<file path="config.mk">
export PLATFORM = sky130hd
export DESIGN_NAME = rbf_top
export DESIGN_NICKNAME = d
export VERILOG_FILES = /design/src/rtl/rbf_pkg.sv /design/src/rtl/rbf_buf.sv /design/src/rtl/rbf_top.sv
export SDC_FILE = /design/constraint.sdc
export NUM_CORES = 1
export LEC_CHECK = 0
export BUFFER_PORTS_ARGS = -buffer_cell sky130_fd_sc_hd__buf_2
export CORE_AREA = 2 2 152 80
export CTS_BUF_LIST = sky130_fd_sc_hd__clkbuf_8 sky130_fd_sc_hd__clkbuf_16
export DETAILED_ROUTE_END_ITERATION = 8
export DIE_AREA = 0 0 154 82
export GPL_TIMING_DRIVEN = 0
export PLACE_DENSITY = 0.85
export SLEW_MARGIN = 20
export SYNTH_ARGS = -nofsm -noshare
export SYNTH_HDL_FRONTEND = slang
export SYNTH_SLANG_ARGS = --single-unit
</file>
<file path="constraint.sdc">
create_clock -name pclk -period 2.71 [get_ports pclk]
set_input_delay 0.813 -clock pclk [delete_from_list [all_inputs] [get_ports pclk]]
set_output_delay 0.813 -clock pclk [all_outputs]
set_load 0.005 [all_outputs]
</file>
<file path="src/rtl/rbf_pkg.sv">
package rbf_pkg;

  // ----------------------------------------------------------------
  // Register offsets (byte addresses)
  // ----------------------------------------------------------------
  localparam logic [11:0] RIC_OFFS = 12'h000;
  localparam logic [11:0] MODE_OFFS = 12'h004;
  localparam logic [11:0] FMASK_OFFS = 12'h008;
  localparam logic [11:0] STAT_OFFS = 12'h00C;

  // ----------------------------------------------------------------
  // Field positions and reset values
  // ----------------------------------------------------------------
  localparam logic [7:0] RIC_RESET = 8'h00;
  localparam logic [7:0] RIC_WMASK = 8'hB0;
  localparam int MODE_HS_BIT = 0;
  localparam int MODE_SCK_OUT_BIT = 1;
  localparam logic [1:0] MODE_RESET = 2'h0;
  localparam logic [23:0] FMASK_RESET = 24'h000000;
  localparam int STAT_CHAN_LSB = 0;
  localparam int STAT_OVH_BIT = 5;
  localparam int STAT_SCK_IN_BIT = 6;
  localparam int STAT_OVF_BIT = 8;

  // ----------------------------------------------------------------
  // Frame timing counts (in slots and line bits)
  // ----------------------------------------------------------------
  localparam logic [4:0] LAST_SLOT = 5'h17;
  localparam logic [4:0] HALF_SLOTS = 5'h0C;
  localparam logic [2:0] LAST_SBIT = 3'h7;
  localparam logic [2:0] CHAN_SER_BITS = 3'h5;
  localparam logic [2:0] CHAN_MSB = 3'h4;

  // ----------------------------------------------------------------
  // Carriers
  // ----------------------------------------------------------------
  typedef struct packed {
    logic frac_clock_select;
    logic rsvd;
    logic payload_clock_or_sync_polarity;
    logic frac_signaling_enable;
    logic [3:0] unused;
  } rbf_ric_t;

  typedef struct packed {
    logic [4:0] chan;
    logic [7:0] data;
  } rbf_word_t;

endpackage

</file>
<file path="src/rtl/rbf_buf.sv">
`timescale 1ns/1ps
module rbf_buf #(
  parameter int WIDTH = 13,
  parameter int DEPTH = 2
) (
  // Clock and reset
  input logic pclk,
  input logic presetn,
  // Fill side
  input logic in_valid,
  output logic in_ready,
  input logic [WIDTH-1:0] in_data,
  // Drain side
  output logic out_valid,
  input logic out_ready,
  output logic [WIDTH-1:0] out_data
);

  localparam int AW = (DEPTH > 1) ? $clog2(DEPTH) : 1;

  // ----------------------------------------------------------------
  // Elaboration check
  // ----------------------------------------------------------------
  if (DEPTH < 2 || (DEPTH & (DEPTH - 1)) != 0 || WIDTH < 1) begin : g_chk
    $error("rbf_buf: DEPTH must be a power of two >= 2");
  end

  logic [WIDTH-1:0] mem_r [DEPTH];
  logic [AW-1:0] wr_ptr_r;
  logic [AW-1:0] rd_ptr_r;
  logic [AW:0] cnt_r;
  logic push;
  logic pop;

  // Honest full and empty
  assign in_ready = (cnt_r != (AW+1)'(DEPTH));
  assign out_valid = (cnt_r != '0);
  assign out_data = mem_r[rd_ptr_r];
  assign push = in_valid & in_ready;
  assign pop = out_valid & out_ready;

  // Storage
  always_ff @(posedge pclk) begin
    if (push) begin
      mem_r[wr_ptr_r] <= in_data;
    end
  end

  // Pointers and fill count
  always_ff @(posedge pclk or negedge presetn) begin
    if (!presetn) begin
      wr_ptr_r <= '0;
      rd_ptr_r <= '0;
      cnt_r <= '0;
    end else begin
      if (push) begin
        wr_ptr_r <= wr_ptr_r + AW'(1);
      end
      if (pop) begin
        rd_ptr_r <= rd_ptr_r + AW'(1);
      end
      if (push && !pop) begin
        cnt_r <= cnt_r + (AW+1)'(1);
      end else if (pop && !push) begin
        cnt_r <= cnt_r - (AW+1)'(1);
      end
    end
  end

endmodule

</file>
<file path="src/rtl/rbf_top.sv">
// The register offsets and the APB interface to the registers are this design's own decisions.
`timescale 1ns/1ps
// How it works
// Control bits 7, 5, 4 used, reset zero
// Select 0: channel clock clocks fractional data
// Select 1: serial clock clocks, channel pin enables
// Base, fractional off: id pins show slot number
// Base, plain field: continuous serial clock out
// Base, payload field: clock gapped on overhead
// High speed: bit 5 sets boundary polarity
// Fractional enable ignored outside base rate
// Base, enable low: parallel channel number
// Enable high: signaling, data, serial number, 8k
// Enable high: id pin 4 gives line clock
// Reserved bit reads zero, writes ignored
module rbf_top (
  // APB clock and reset
  input logic pclk,
  input logic presetn,
  // APB slave
  input logic psel,
  input logic penable,
  input logic pwrite,
  input logic [11:0] paddr,
  input logic [31:0] pwdata,
  output logic [31:0] prdata,
  output logic pready,
  output logic pslverr,
  // Receive line stream
  input logic rx_line_clock,
  input logic rx_line_data,
  // Serial clock pin
  input logic serial_clock_pin_i,
  output logic serial_clock_pin_o,
  output logic serial_clock_pin_oe,
  // Frame boundary pin
  input logic frame_boundary_signal_i,
  output logic frame_boundary_signal_o,
  output logic frame_boundary_signal_oe,
  // Channel clock and time slot identifier pins
  output logic channel_clock_pin_o,
  output logic [4:0] timeslot_id_pins_o,
  // Backplane byte stream
  output logic bp_valid,
  input logic bp_ready,
  output rbf_pkg::rbf_word_t bp_data
);

  // ----------------------------------------------------------------
  // Input synchronisers
  // ----------------------------------------------------------------
  logic [3:0] sync_in;
  logic [3:0] s1_r;
  logic [3:0] s2_r;
  logic rck;
  logic dat;
  logic fbi;
  logic sck_in;

  assign sync_in = {serial_clock_pin_i, frame_boundary_signal_i,
                    rx_line_data, rx_line_clock};

  // Two flops on every pin input
  always_ff @(posedge pclk or negedge presetn) begin
    if (!presetn) begin
      s1_r <= 4'h0;
      s2_r <= 4'h0;
    end else begin
      s1_r <= sync_in;
      s2_r <= s1_r;
    end
  end

  assign rck = s2_r[0];
  assign dat = s2_r[1];
  assign fbi = s2_r[2];
  assign sck_in = s2_r[3];

  // ----------------------------------------------------------------
  // Registers
  // ----------------------------------------------------------------
  rbf_pkg::rbf_ric_t ric_r;
  logic [1:0] mode_r;
  logic [23:0] fmask_r;
  logic ovf_r;
  logic [31:0] prdata_r;
  logic wr_acc;
  logic rd_setup;
  logic mapped;
  logic ovf_set;

  assign wr_acc = psel & penable & pwrite;
  assign rd_setup = psel & ~penable & ~pwrite;
  assign mapped = (paddr == rbf_pkg::RIC_OFFS) |
                  (paddr == rbf_pkg::MODE_OFFS) |
                  (paddr == rbf_pkg::FMASK_OFFS) |
                  (paddr == rbf_pkg::STAT_OFFS);
  assign pready = 1'b1;
  assign pslverr = psel & penable & ~mapped;
  assign prdata = prdata_r;

  // Control register writes, reserved and unused bits masked off
  always_ff @(posedge pclk or negedge presetn) begin
    if (!presetn) begin
      ric_r <= rbf_pkg::rbf_ric_t'(rbf_pkg::RIC_RESET);
    end else if (wr_acc && paddr == rbf_pkg::RIC_OFFS) begin
      ric_r <= rbf_pkg::rbf_ric_t'(pwdata[7:0] & rbf_pkg::RIC_WMASK);
    end
  end

  // Mode and fractional slot mask writes
  always_ff @(posedge pclk or negedge presetn) begin
    if (!presetn) begin
      mode_r <= rbf_pkg::MODE_RESET;
      fmask_r <= rbf_pkg::FMASK_RESET;
    end else if (wr_acc) begin
      if (paddr == rbf_pkg::MODE_OFFS) begin
        mode_r <= pwdata[1:0];
      end
      if (paddr == rbf_pkg::FMASK_OFFS) begin
        fmask_r <= pwdata[23:0];
      end
    end
  end

  // Overflow flag, set wins over write-one-to-clear
  always_ff @(posedge pclk or negedge presetn) begin
    if (!presetn) begin
      ovf_r <= 1'b0;
    end else if (ovf_set) begin
      ovf_r <= 1'b1;
    end else if (wr_acc && paddr == rbf_pkg::STAT_OFFS &&
                 pwdata[rbf_pkg::STAT_OVF_BIT]) begin
      ovf_r <= 1'b0;
    end
  end

  // ----------------------------------------------------------------
  // Frame position
  // ----------------------------------------------------------------
  logic rck_d_r;
  logic fb_act_d_r;
  logic bit_en;
  logic fb_act;
  logic sync_edge;
  logic hs;
  logic base;
  logic frac_on;
  logic ovh_r;
  logic [4:0] slot_r;
  logic [2:0] sbit_r;

  assign hs = mode_r[rbf_pkg::MODE_HS_BIT];
  assign base = ~hs;
  assign frac_on = base & ric_r.frac_signaling_enable;
  assign bit_en = rck & ~rck_d_r;
  assign fb_act = fbi ^ ric_r.payload_clock_or_sync_polarity;
  assign sync_edge = hs & fb_act & ~fb_act_d_r;

  // Edge history of line clock and boundary
  always_ff @(posedge pclk or negedge presetn) begin
    if (!presetn) begin
      rck_d_r <= 1'b0;
      fb_act_d_r <= 1'b0;
    end else begin
      rck_d_r <= rck;
      fb_act_d_r <= fb_act;
    end
  end

  // Framing bit, slot and bit counters
  always_ff @(posedge pclk or negedge presetn) begin
    if (!presetn) begin
      ovh_r <= 1'b1;
      slot_r <= 5'h00;
      sbit_r <= 3'h0;
    end else if (sync_edge) begin
      ovh_r <= 1'b1;
      slot_r <= 5'h00;
      sbit_r <= 3'h0;
    end else if (bit_en) begin
      if (ovh_r) begin
        ovh_r <= 1'b0;
        slot_r <= 5'h00;
        sbit_r <= 3'h0;
      end else if (sbit_r == rbf_pkg::LAST_SBIT) begin
        sbit_r <= 3'h0;
        if (slot_r == rbf_pkg::LAST_SLOT) begin
          ovh_r <= 1'b1;
        end else begin
          slot_r <= slot_r + 5'h01;
        end
      end else begin
        sbit_r <= sbit_r + 3'h1;
      end
    end
  end

  // ----------------------------------------------------------------
  // Data capture and backplane buffer
  // ----------------------------------------------------------------
  logic [7:0] shreg_r;
  logic bitval_r;
  logic sig_r;
  logic push_r;
  rbf_pkg::rbf_word_t push_word_r;
  logic buf_ready;

  // Payload bits into bytes, last bit of slot kept as signaling
  always_ff @(posedge pclk or negedge presetn) begin
    if (!presetn) begin
      shreg_r <= 8'h00;
      bitval_r <= 1'b0;
      sig_r <= 1'b0;
      push_r <= 1'b0;
      push_word_r <= '0;
    end else begin
      push_r <= bit_en & ~ovh_r & (sbit_r == rbf_pkg::LAST_SBIT);
      if (bit_en) begin
        bitval_r <= dat;
      end
      if (bit_en && !ovh_r) begin
        shreg_r <= {shreg_r[6:0], dat};
        if (sbit_r == rbf_pkg::LAST_SBIT) begin
          sig_r <= dat;
          push_word_r.chan <= slot_r;
          push_word_r.data <= {shreg_r[6:0], dat};
        end
      end
    end
  end

  // Line cannot stall; a refused byte is flagged
  assign ovf_set = push_r & ~buf_ready;

  rbf_buf #(
    .WIDTH($bits(rbf_pkg::rbf_word_t)),
    .DEPTH(2)
  ) u_buf (
    .pclk(pclk),
    .presetn(presetn),
    .in_valid(push_r),
    .in_ready(buf_ready),
    .in_data(push_word_r),
    .out_valid(bp_valid),
    .out_ready(bp_ready),
    .out_data(bp_data)
  );

  // ----------------------------------------------------------------
  // Backplane pins
  // ----------------------------------------------------------------
  logic frac_slot;
  logic khz8;
  logic chan_bit;
  logic frac_dat;
  logic serclk_o_r;
  logic serclk_oe_r;
  logic fb_o_r;
  logic fb_oe_r;
  logic chclk_r;
  logic [4:0] tsid_r;

  assign frac_slot = ~ovh_r & fmask_r[slot_r];
  assign khz8 = ovh_r | (slot_r < rbf_pkg::HALF_SLOTS);
  assign chan_bit = (sbit_r < rbf_pkg::CHAN_SER_BITS) ?
                    slot_r[rbf_pkg::CHAN_MSB - sbit_r] : 1'b0;
  assign frac_dat = frac_slot & bitval_r;

  // Serial clock and frame boundary outputs
  // Pin clocks use the delayed line clock, in step with the counters
  always_ff @(posedge pclk or negedge presetn) begin
    if (!presetn) begin
      serclk_o_r <= 1'b0;
      serclk_oe_r <= 1'b0;
      fb_o_r <= 1'b0;
      fb_oe_r <= 1'b0;
    end else begin
      serclk_oe_r <= base & mode_r[rbf_pkg::MODE_SCK_OUT_BIT];
      if (ric_r.payload_clock_or_sync_polarity) begin
        serclk_o_r <= base & rck_d_r & ~ovh_r;
      end else begin
        serclk_o_r <= base & rck_d_r;
      end
      fb_oe_r <= base & mode_r[rbf_pkg::MODE_SCK_OUT_BIT];
      fb_o_r <= base & ovh_r;
    end
  end

  // Channel clock pin
  always_ff @(posedge pclk or negedge presetn) begin
    if (!presetn) begin
      chclk_r <= 1'b0;
    end else if (frac_on && ric_r.frac_clock_select) begin
      chclk_r <= frac_slot;
    end else if (frac_on) begin
      chclk_r <= rck_d_r & frac_slot;
    end else begin
      chclk_r <= rck_d_r & ~ovh_r & (sbit_r == 3'h0);
    end
  end

  // Time slot identifier pins
  always_ff @(posedge pclk or negedge presetn) begin
    if (!presetn) begin
      tsid_r <= 5'h00;
    end else if (frac_on) begin
      tsid_r <= {rck_d_r, khz8, chan_bit, frac_dat, sig_r};
    end else if (hs) begin
      tsid_r <= {rck_d_r, slot_r[3:1], sig_r};
    end else begin
      tsid_r <= slot_r;
    end
  end

  assign serial_clock_pin_o = serclk_o_r;
  assign serial_clock_pin_oe = serclk_oe_r;
  assign frame_boundary_signal_o = fb_o_r;
  assign frame_boundary_signal_oe = fb_oe_r;
  assign channel_clock_pin_o = chclk_r;
  assign timeslot_id_pins_o = tsid_r;

  // ----------------------------------------------------------------
  // Register read data, set up in the setup phase
  // ----------------------------------------------------------------
  always_ff @(posedge pclk or negedge presetn) begin
    if (!presetn) begin
      prdata_r <= 32'h00000000;
    end else if (rd_setup) begin
      prdata_r <= 32'h00000000;
      unique case (paddr)
        rbf_pkg::RIC_OFFS: prdata_r[7:0] <= ric_r;
        rbf_pkg::MODE_OFFS: prdata_r[1:0] <= mode_r;
        rbf_pkg::FMASK_OFFS: prdata_r[23:0] <= fmask_r;
        rbf_pkg::STAT_OFFS: begin
          prdata_r[rbf_pkg::STAT_CHAN_LSB +: 5] <= slot_r;
          prdata_r[rbf_pkg::STAT_OVH_BIT] <= ovh_r;
          prdata_r[rbf_pkg::STAT_SCK_IN_BIT] <= sck_in;
          prdata_r[rbf_pkg::STAT_OVF_BIT] <= ovf_r;
        end
        default: prdata_r <= 32'h00000000;
      endcase
    end
  end
endmodule
</file>
* Yosys cells after proc, flatten, opt, wreduce, memory -nomap -nowiden *
Memory sizes are Yosys's and may differ from the RTL's.
Cells that the tools add are included.

word-level totals
  register bits after elaboration = 109
  memory bits (writable) = 26
  word-level logic and storage cells = 139
  memories = 1

memories
  name         words  width  rd ports  clocked after Yosys merged registers in  write ports  RTL line       RTL
  u_buf.mem_r  2      13     1         0                                        1            rbf_buf.sv:28  logic [WIDTH-1:0] mem_r [DEPTH];

cells by class
  add/subtract/negate cells = 7
  magnitude comparators = 4
  eq/ne operators = 7
  mux-type cells = 35
  bitwise logic cells = 36
  reductions and logical operators = 21

operators with widths
  operator               count
  $mux W5                7
  $eq A12 B4 Y1 const B  2
  $and A1 B1 Y1          23
  $mux W1                15
  $mux W15               1
  $pmux W5 S3            1
  $eq A12 B3 Y1 const B  1
  $logic_not A12 Y1      1
  $mux W3                4
  $not A1 Y1             8
  $reduce_bool A2 Y1     4
  $logic_and A1 B1 Y1    7
  $lt A5 B6 Y1 const B   1
  $pmux W2 S3            1
  $reduce_and A2 Y1      3
  $add A5 B1 Y5 const B  1
  $bmux W1 S5            1
  $eq A5 B5 Y1 const B   1
  $lt A5 B4 Y1 const B   1
  $lt A3 B4 Y1 const B   1
  $mux W2                2
  $or A1 B1 Y1           4
  $pmux W1 S2            2
  $add A3 B1 Y3 const B  1
  14 further kinds       17

* Logic depth before layout (Yosys ltp) *
Gate-level depths: netlist of the first run.

  word-level depth = 6
  gate-level depth with buffers = 7
  mapped depth without buffers = 7

* Modules after synthesis *
Synthesis of the first run repeated with hierarchy kept, for this count alone.

second synthesis, totals
  cell total of the unflattened synthesis = 418
  area total of the unflattened synthesis = 5690.5 um2

modules (own cells, without submodules)
  module   times used  cells each  area an instance (um2)  seq. area each (um2)
  rbf_top  1           360         4545.6                  2603.7
  rbf_buf  1           58          1144.8                  880.8

* Worst setup path before layout of the first run *
No wires, ideal clock.

  path type = input -> output
  start point = input paddr[7]
  end point = output pslverr
  data arrival time = 1.570 ns
  setup slack = 0.327 ns
  stages = 3
  cell sequence = nor4_4 > nand4_4 > and3_2

between the ends
  longest elaborated chain between the ends = 6
  elaborated cells on any way between the ends = 9

ends and longest elaborated chain
  element                                             RTL line                      RTL
  from (decl)                                         rbf_top.sv:24                 input logic [11:0] paddr,
  $eq A12 B3 Y1 or $logic_not A12 Y1 (tied branches)  rbf_top.sv:95, rbf_top.sv:94
  $or A1 B1 Y1                                        rbf_top.sv:94                 assign mapped = (paddr == rbf_pkg::RIC_OFFS) |
  $or A1 B1 Y1                                        rbf_top.sv:95                 (paddr == rbf_pkg::MODE_OFFS) |
  $or A1 B1 Y1 *                                      rbf_top.sv:96                 (paddr == rbf_pkg::FMASK_OFFS) |
  $not A1 Y1 *                                        rbf_top.sv:99                 assign pslverr = psel & penable & ~mapped;
  $and A1 B1 Y1 *                                     rbf_top.sv:99
  to (decl)                                           rbf_top.sv:28                 output logic pslverr,

Every way passes the cells marked *; elsewhere a longest branch is shown, timed or not.

* Worst setup path in the final report of the first run *
Ends and elaborated chain as after synthesis.

==> results of run 1 <==
[through the flow]
step	instances	area [µm²]	util (%)	power (mW)
6_report	707	7030	61.7	5.52
5_1_grt	707	7030	61.7	5.77
4_1_cts	705	7010	61.6	5.54
3_5_place_dp	673	6450	56.6	3.38
3_3_place_gp	672	6410	56.3	3.30
2_1_floorplan	428	5760	-	3.03
[cell families (layout without fill, tap and decap cells)]
kind of cell | Yosys count | in the layout | synth area share [%]
and+or+nand+nor | 85 | 85 | 8.30
xor gates and xnor gates | 6 | 6 | 0.917
adders and majority gates | 6 | 6 | 1.31
other | 2 | 9 | 0.131
muxes | 82 | 82 | 17.0
AOI/OAI and AO/OA | 65 | 65 | 7.95
DFF | 134 | 134 | 60.8
buffers and inverters | 41 | 170 | 3.54
[state kept, by name, summed over array words and instances, names as in the netlist, 3 cells and up]
name                cells
prdata                 24
shreg_r                 7
fmask_r                24
push_word_r            13
s2_r                    4
ric_r                   3
timeslot_id_pins_o      5
u_buf.mem_r            26
slot_r                  5
s1_r                    4
sbit_r                  3
[power groups by stage]
stage                     clock network (mW)  registers (mW)  logic (mW)
after floorplan                            0            2.42       0.608
after global placement                     0            2.45       0.851
after detailed placement                   0            2.47       0.903
after CTS                               2.19            2.47       0.882
after global routing                    2.29            2.50       0.982
final                                   2.17            2.47       0.884
[per-layer routing]
metal	track usage, %	wire length [µm]
met2	33.7	5820
met3	7.60	1310
met4	7.76	234
met5	0	0
met1	29.6	5850
[worst max-delay path by stage]
stage / from / slack, ps / end
floorplan: paddr[7] / 330 / pslverr
global placement: presetn / -310 / fmask_r[20]
detailed placement: penable / -120 / prdata[15]
CTS: paddr[8] / 10 / pslverr
global route: paddr[7] / 50 / prdata[15]
finish: paddr[7] / 120 / pslverr
[what timing repair did]
item,CTS,global route
hold buffers,0,0
setup endpoints to repair,10,1
gates resized for setup,0,0
hold endpoints to repair,0,0
pin swaps,2,2
setup buffers,1,2
[cells in the mapped netlist (3+ instances only)]
cell | n | share of area [%]
a21oi_1 | 9 | 0.79
a22o_1 | 16 | 2.4
a22oi_1 | 4 | 0.52
a31oi_1 | 5 | 0.55
buf_2 | 3 | 0.26
buf_4 | 12 | 1.6
clkbuf_1 | 14 | 0.92
dfrtp_1 | 107 | 47
edfxtp_1 | 26 | 14
ha_1 | 6 | 1.3
inv_1 | 10 | 0.66
mux2_2 | 62 | 12
mux2_4 | 3 | 0.79
mux2i_1 | 12 | 2.1
mux4_2 | 5 | 2.0
nand2_1 | 26 | 1.7
nand2b_1 | 5 | 0.55
nand3_1 | 7 | 0.61
nor2_1 | 18 | 1.2
nor2b_1 | 3 | 0.33
nor3_1 | 3 | 0.26
o21ai_0 | 14 | 1.2
o31ai_1 | 6 | 0.79
or3b_2 | 3 | 0.46
xnor2_1 | 3 | 0.46
xor2_1 | 3 | 0.46
[critical path: stages]
cell and delay [ps]:
buf_2 110, nor4_4 360, nand4_4 130, and3_2 240
buf_2 120
[cell type report]
class / instances / area [µm²]
buffer: 30 / 161
clock buffer: 17 / 425
clock inverter: 15 / 135
fill: 844 / 4360
inverter: 10 / 37.5
multi-input combinational: 253 / 2070
sequential: 134 / 3480
tap: 150 / 188
timing repair buffer: 98 / 527
==> flow_summary.json, run 1 <==
{
  "layout_common_cells": "dfrtp_1 (107), buf_2 (96), mux2_2 (62), nand2_1 (26), edfxtp_1 (26)",
  "rsz0062_at_grt": "no",
  "core_area_um2": 11400,
  "drt-total-wl_um": 13200,
  "timing.reg2reg.setup_slack_ps": 330,
  "fin_ws_ps": 117,
  "clk_latency_ps": 420,
  "drtAntennaViolNets": 0,
  "vias_per_cell": 5.58,
  "reg2reg_depth": 6,
  "avgSynthCellArea_um2": 13.6,
  "setup_tns_ps": 0,
  "power_density_nw_per_um2": 786,
  "gp_congestion": 0.884,
  "clockBufferDepth": 2,
  "rr_endpoint": "push_word_r[8]",
  "layout_commonest_cell": "dfrtp_1",
  "finalHoldViolCount": 0,
  "ys_async_sr_fraction_pct": 80.6,
  "ys_seq_area_share_pct": 60.8,
  "drc_errors": 0,
  "antenna_found_initial": 1,
  "via_count": 3942,
  "grt-ovfl-total": 0,
  "dpl_worst_slack_ps": -115,
  "status": "completed",
  "yosys_warnings": 0,
  "power_frac_comb_pct": 16.0,
  "port_buffers": 94,
  "start_util_pct": 50.3,
  "cts_tree": "yes",
  "fp.dieW_um": 154,
  "max-slew-margin-rel_pct": 33.8,
  "slew_violations": 0,
  "cp-start-kind": "input port",
  "hold_path.class": "reg -> reg",
  "fmax_ghz": 0.386,
  "die_height_um": 82,
  "dp_hpwl_um": 9250,
  "finClkSkew_ps": 10.0,
  "synthFlopType": "dfrtp_1",
  "crit_arrival_ps": 1780,
  "max_cap_viol_count": 0,
  "grt_use_total_pct": 22.0,
  "r2r_start": "sbit_r[0]",
  "diodes": 0,
  "area_delta_synth_final_pct": 22.7,
  "clockRootBuffer": "clkbuf_16",
  "finalCritPeriodShare_pct": 95.7,
  "ys_types": 54,
  "fin_crit_ps": 2590,
  "grt_pass1_vias": 3959,
  "wl_per_cell_um": 18.7,
  "switching_share_pct": 28.9,
  "clk_pin_slew_worst_paths_ps": 60,
  "synth_edf_count": 26,
  "intPower_mw": 3.93,
  "crit_type": "in -> out",
  "p_leak_nw": 3.36,
  "first_iter_violations": 272,
  "pwr-share-clk_pct": 39.3,
  "io_pins": 112,
  "clock-sinks": 134,
  "tightest_slew_ps": 985,
  "whs_path_depth": 0,
  "cp_max_fo": 3,
  "drive_gt1_share_pct": 40.8,
  "grt_pass1_wl_um": 20800,
  "whs_ps": 351,
  "syn_inst": 421,
  "p_seq_share_pct": 44.7,
  "cp.required_ps": 1900,
  "holdPathEnd": "s2_r[0]",
  "drtPass1Iterations": 5,
  "setup_violations": 0,
  "endpoint_kind": "output pin",
  "ctsHtreeMaxLevel": 4,
  "p_switching_mw": 1.59,
  "nNetsFinal": 604,
  "rows": 28,
  "synthesis.area_um2": 5730,
  "ys_seq_elements": 134,
  "grt_max_degree": 59,
  "ir_worst_vdd_uv": 489,
  "cts_buffers": 17,
  "worstHoldStart": "s1_r[0]",
  "die_area_um2": 12600
}
No activity file was read; power rests on OpenSTA's default activity.
==> inputs of run 2 (changes only) <==
- RECOVER_POWER: default -> 25
==> run 2 against run 1 <==
Against the previous run: the run now ends with capacitance limit, slew limit left; final cell count did not move; via count stayed put; clock skew did not move; first-iteration DRC count unchanged; worst setup slack unchanged; global-route usage stayed put; clock power hardly changed; fmax stayed put; largest power group unchanged; design area about the same; die area is the same; sequential cell count is the same; total power barely moved.
==> flow_summary.json, run 2 (synthesis results as in run 1) <==
{
  "finClkSkew_ps": 10.0,
  "cp-start-kind": "input port",
  "final_core_util_pct": 61.7,
  "finalHoldViolCount": 0,
  "antenna_found_initial": 1,
  "fin_crit_ps": 2590,
  "cts_buffers": 17,
  "cp_max_fo": 3,
  "drtAntennaViolNets": 0,
  "cts_hold_buffers": 0,
  "multi_input_area_um2": 2070,
  "p_seq_share_pct": 44.7,
  "layout_common_cells": "dfrtp_1 (107), buf_2 (96), mux2_2 (62), nand2_1 (26), edfxtp_1 (26)",
  "fmax_ghz": 0.386,
  "drive_gt1_share_pct": 40.8,
  "power_density_nw_per_um2": 786,
  "clockBufferDepth": 2,
  "ir_worst_vdd_uv": 489,
  "cp.required_ps": 1900,
  "largest_register_ffs": 26,
  "start_util_pct": 50.3,
  "hold_path.class": "reg -> reg",
  "max-slew-margin-rel_pct": -3.02,
  "stdcell_area_um2": 7020,
  "p_leak_nw": 3.36,
  "vias_per_cell": 5.58,
  "p_switching_mw": 1.59,
  "setup_tns_ps": 0,
  "grt_max_degree": 59,
  "drc_errors": 0,
  "drtPass1Iterations": 5,
  "clock-sinks": 134,
  "first_iter_violations": 272,
  "grt_pass1_wl_um": 20800,
  "port_buffers": 94,
  "placed_area_um2": 6450,
  "setup_violations": 0,
  "top_register": "u_buf.mem_r",
  "finalCritPeriodShare_pct": 95.7,
  "seq_area_um2": 3480,
  "cts_tree": "yes",
  "die_height_um": 82,
  "ctsHtreeMaxLevel": 4,
  "grt-ovfl-total": 0,
  "clk_pin_slew_worst_paths_ps": 60,
  "fp.dieW_um": 154,
  "area_delta_synth_final_pct": 22.6,
  "io_pins": 112,
  "nNetsFinal": 604,
  "gp_congestion": 0.884,
  "wl_per_cell_um": 18.7,
  "clockRootBuffer": "clkbuf_16",
  "violations": "capacitance limit, slew limit",
  "status": "finished with violations",
  "crit_type": "in -> out",
  "dp_hpwl_um": 9250,
  "grt_pass1_vias": 3959,
  "power_frac_comb_pct": 16.0,
  "crit_arrival_ps": 1780,
  "drt-total-wl_um": 13200,
  "grt_use_total_pct": 22.0,
  "via_count": 3942,
  "layout_commonest_cell": "dfrtp_1",
  "clk_latency_ps": 420,
  "switching_share_pct": 28.9,
  "diodes": 0,
  "slew_violations": 58,
  "max_cap_viol_count": 1,
  "tightest_slew_ps": 1550,
  "intPower_mw": 3.93,
  "pwr-share-clk_pct": 39.3,
  "core_area_um2": 11400,
  "rsz0062_at_grt": "no",
  "endpoint_kind": "output pin",
  "rows": 28,
  "n_fill_cell": 843,
  "die_area_um2": 12600
}
run 2: cell types whose count changed in the layout (fill, tap and decap cells not counted):
| cell | delta |
|---|---|
| clkbuf_2 | +1 |
| buf_6 | -1 |
run 2: what timing repair did:
item                                    CTS  global route
gates resized for setup                   0             0
endpoints found under the hold margin     0             0
endpoints found under the setup margin   10             1
buffers inserted                          1             2
cloned                                    0             0
pin swaps                                 2             2
run 2: final timing paths:
kind / from / slack [ps] / cells after the start / endpoint
min in group asynchronous: presetn / 770 / 1 / push_word_r[2]
max in group asynchronous: presetn / 1010 / 2 / prdata[6]
hold / removal: s1_r[0] / 350 / 0 / s2_r[0]
hold reg to reg: s1_r[0] / 350 / 0 / s2_r[0]
setup reg to reg: sbit_r[0] / 330 / 6 / push_word_r[8]
setup / recovery: paddr[7] / 120 / 5 / pslverr
run 2: layout make-up:
type | instances | share of cell area [%]
multi-input combinational | 253 | 29.5
timing repair buffer | 98 | 7.41
inverter | 10 | 0.534
buffer | 30 | 2.30
clock buffer | 17 | 6.06
clock inverter | 15 | 1.92
tap | 150 | 2.67
sequential | 134 | 49.6
run 2: routing by layer:
| layer | global-route usage [%] | vias to the layer above | wire (µm) |
|---|---|---|---|
| li1 | - | 1764 | - |
| met1 | 29.6 | 1944 | 5860 |
| met2 | 33.7 | 210 | 5820 |
| met3 | 7.60 | 24 | 1310 |
| met4 | 7.76 | 0 | 234 |
| met5 | 0 | - | 0 |
run 2: critical path, cell delays in order:
cell and delay [ps]:
buf_2 110, nor4_4 360, nand4_4 130, and3_2 240, buf_2 120
run 2: metrics by stage:
stage               worst slack (ps)  std cells  hold WS, ps  total power, mW
detailed placement              -115        673          341             3.38
global route                    45.6        707          363             5.77
floorplan                        327        428          331             3.03
global placement                -314        672          338             3.30
CTS                             11.7        705          354             5.54
finish                           117        707          351             5.52
run 2: power groups by stage:
stage                     combinational [mW]  clock [mW]  sequential (mW)
final                                  0.884        2.17             2.47
after detailed placement               0.903           0             2.47
after CTS                              0.882        2.19             2.47
after global placement                 0.851           0             2.45
after global routing                   0.981        2.29             2.50
after floorplan                        0.608           0             2.42
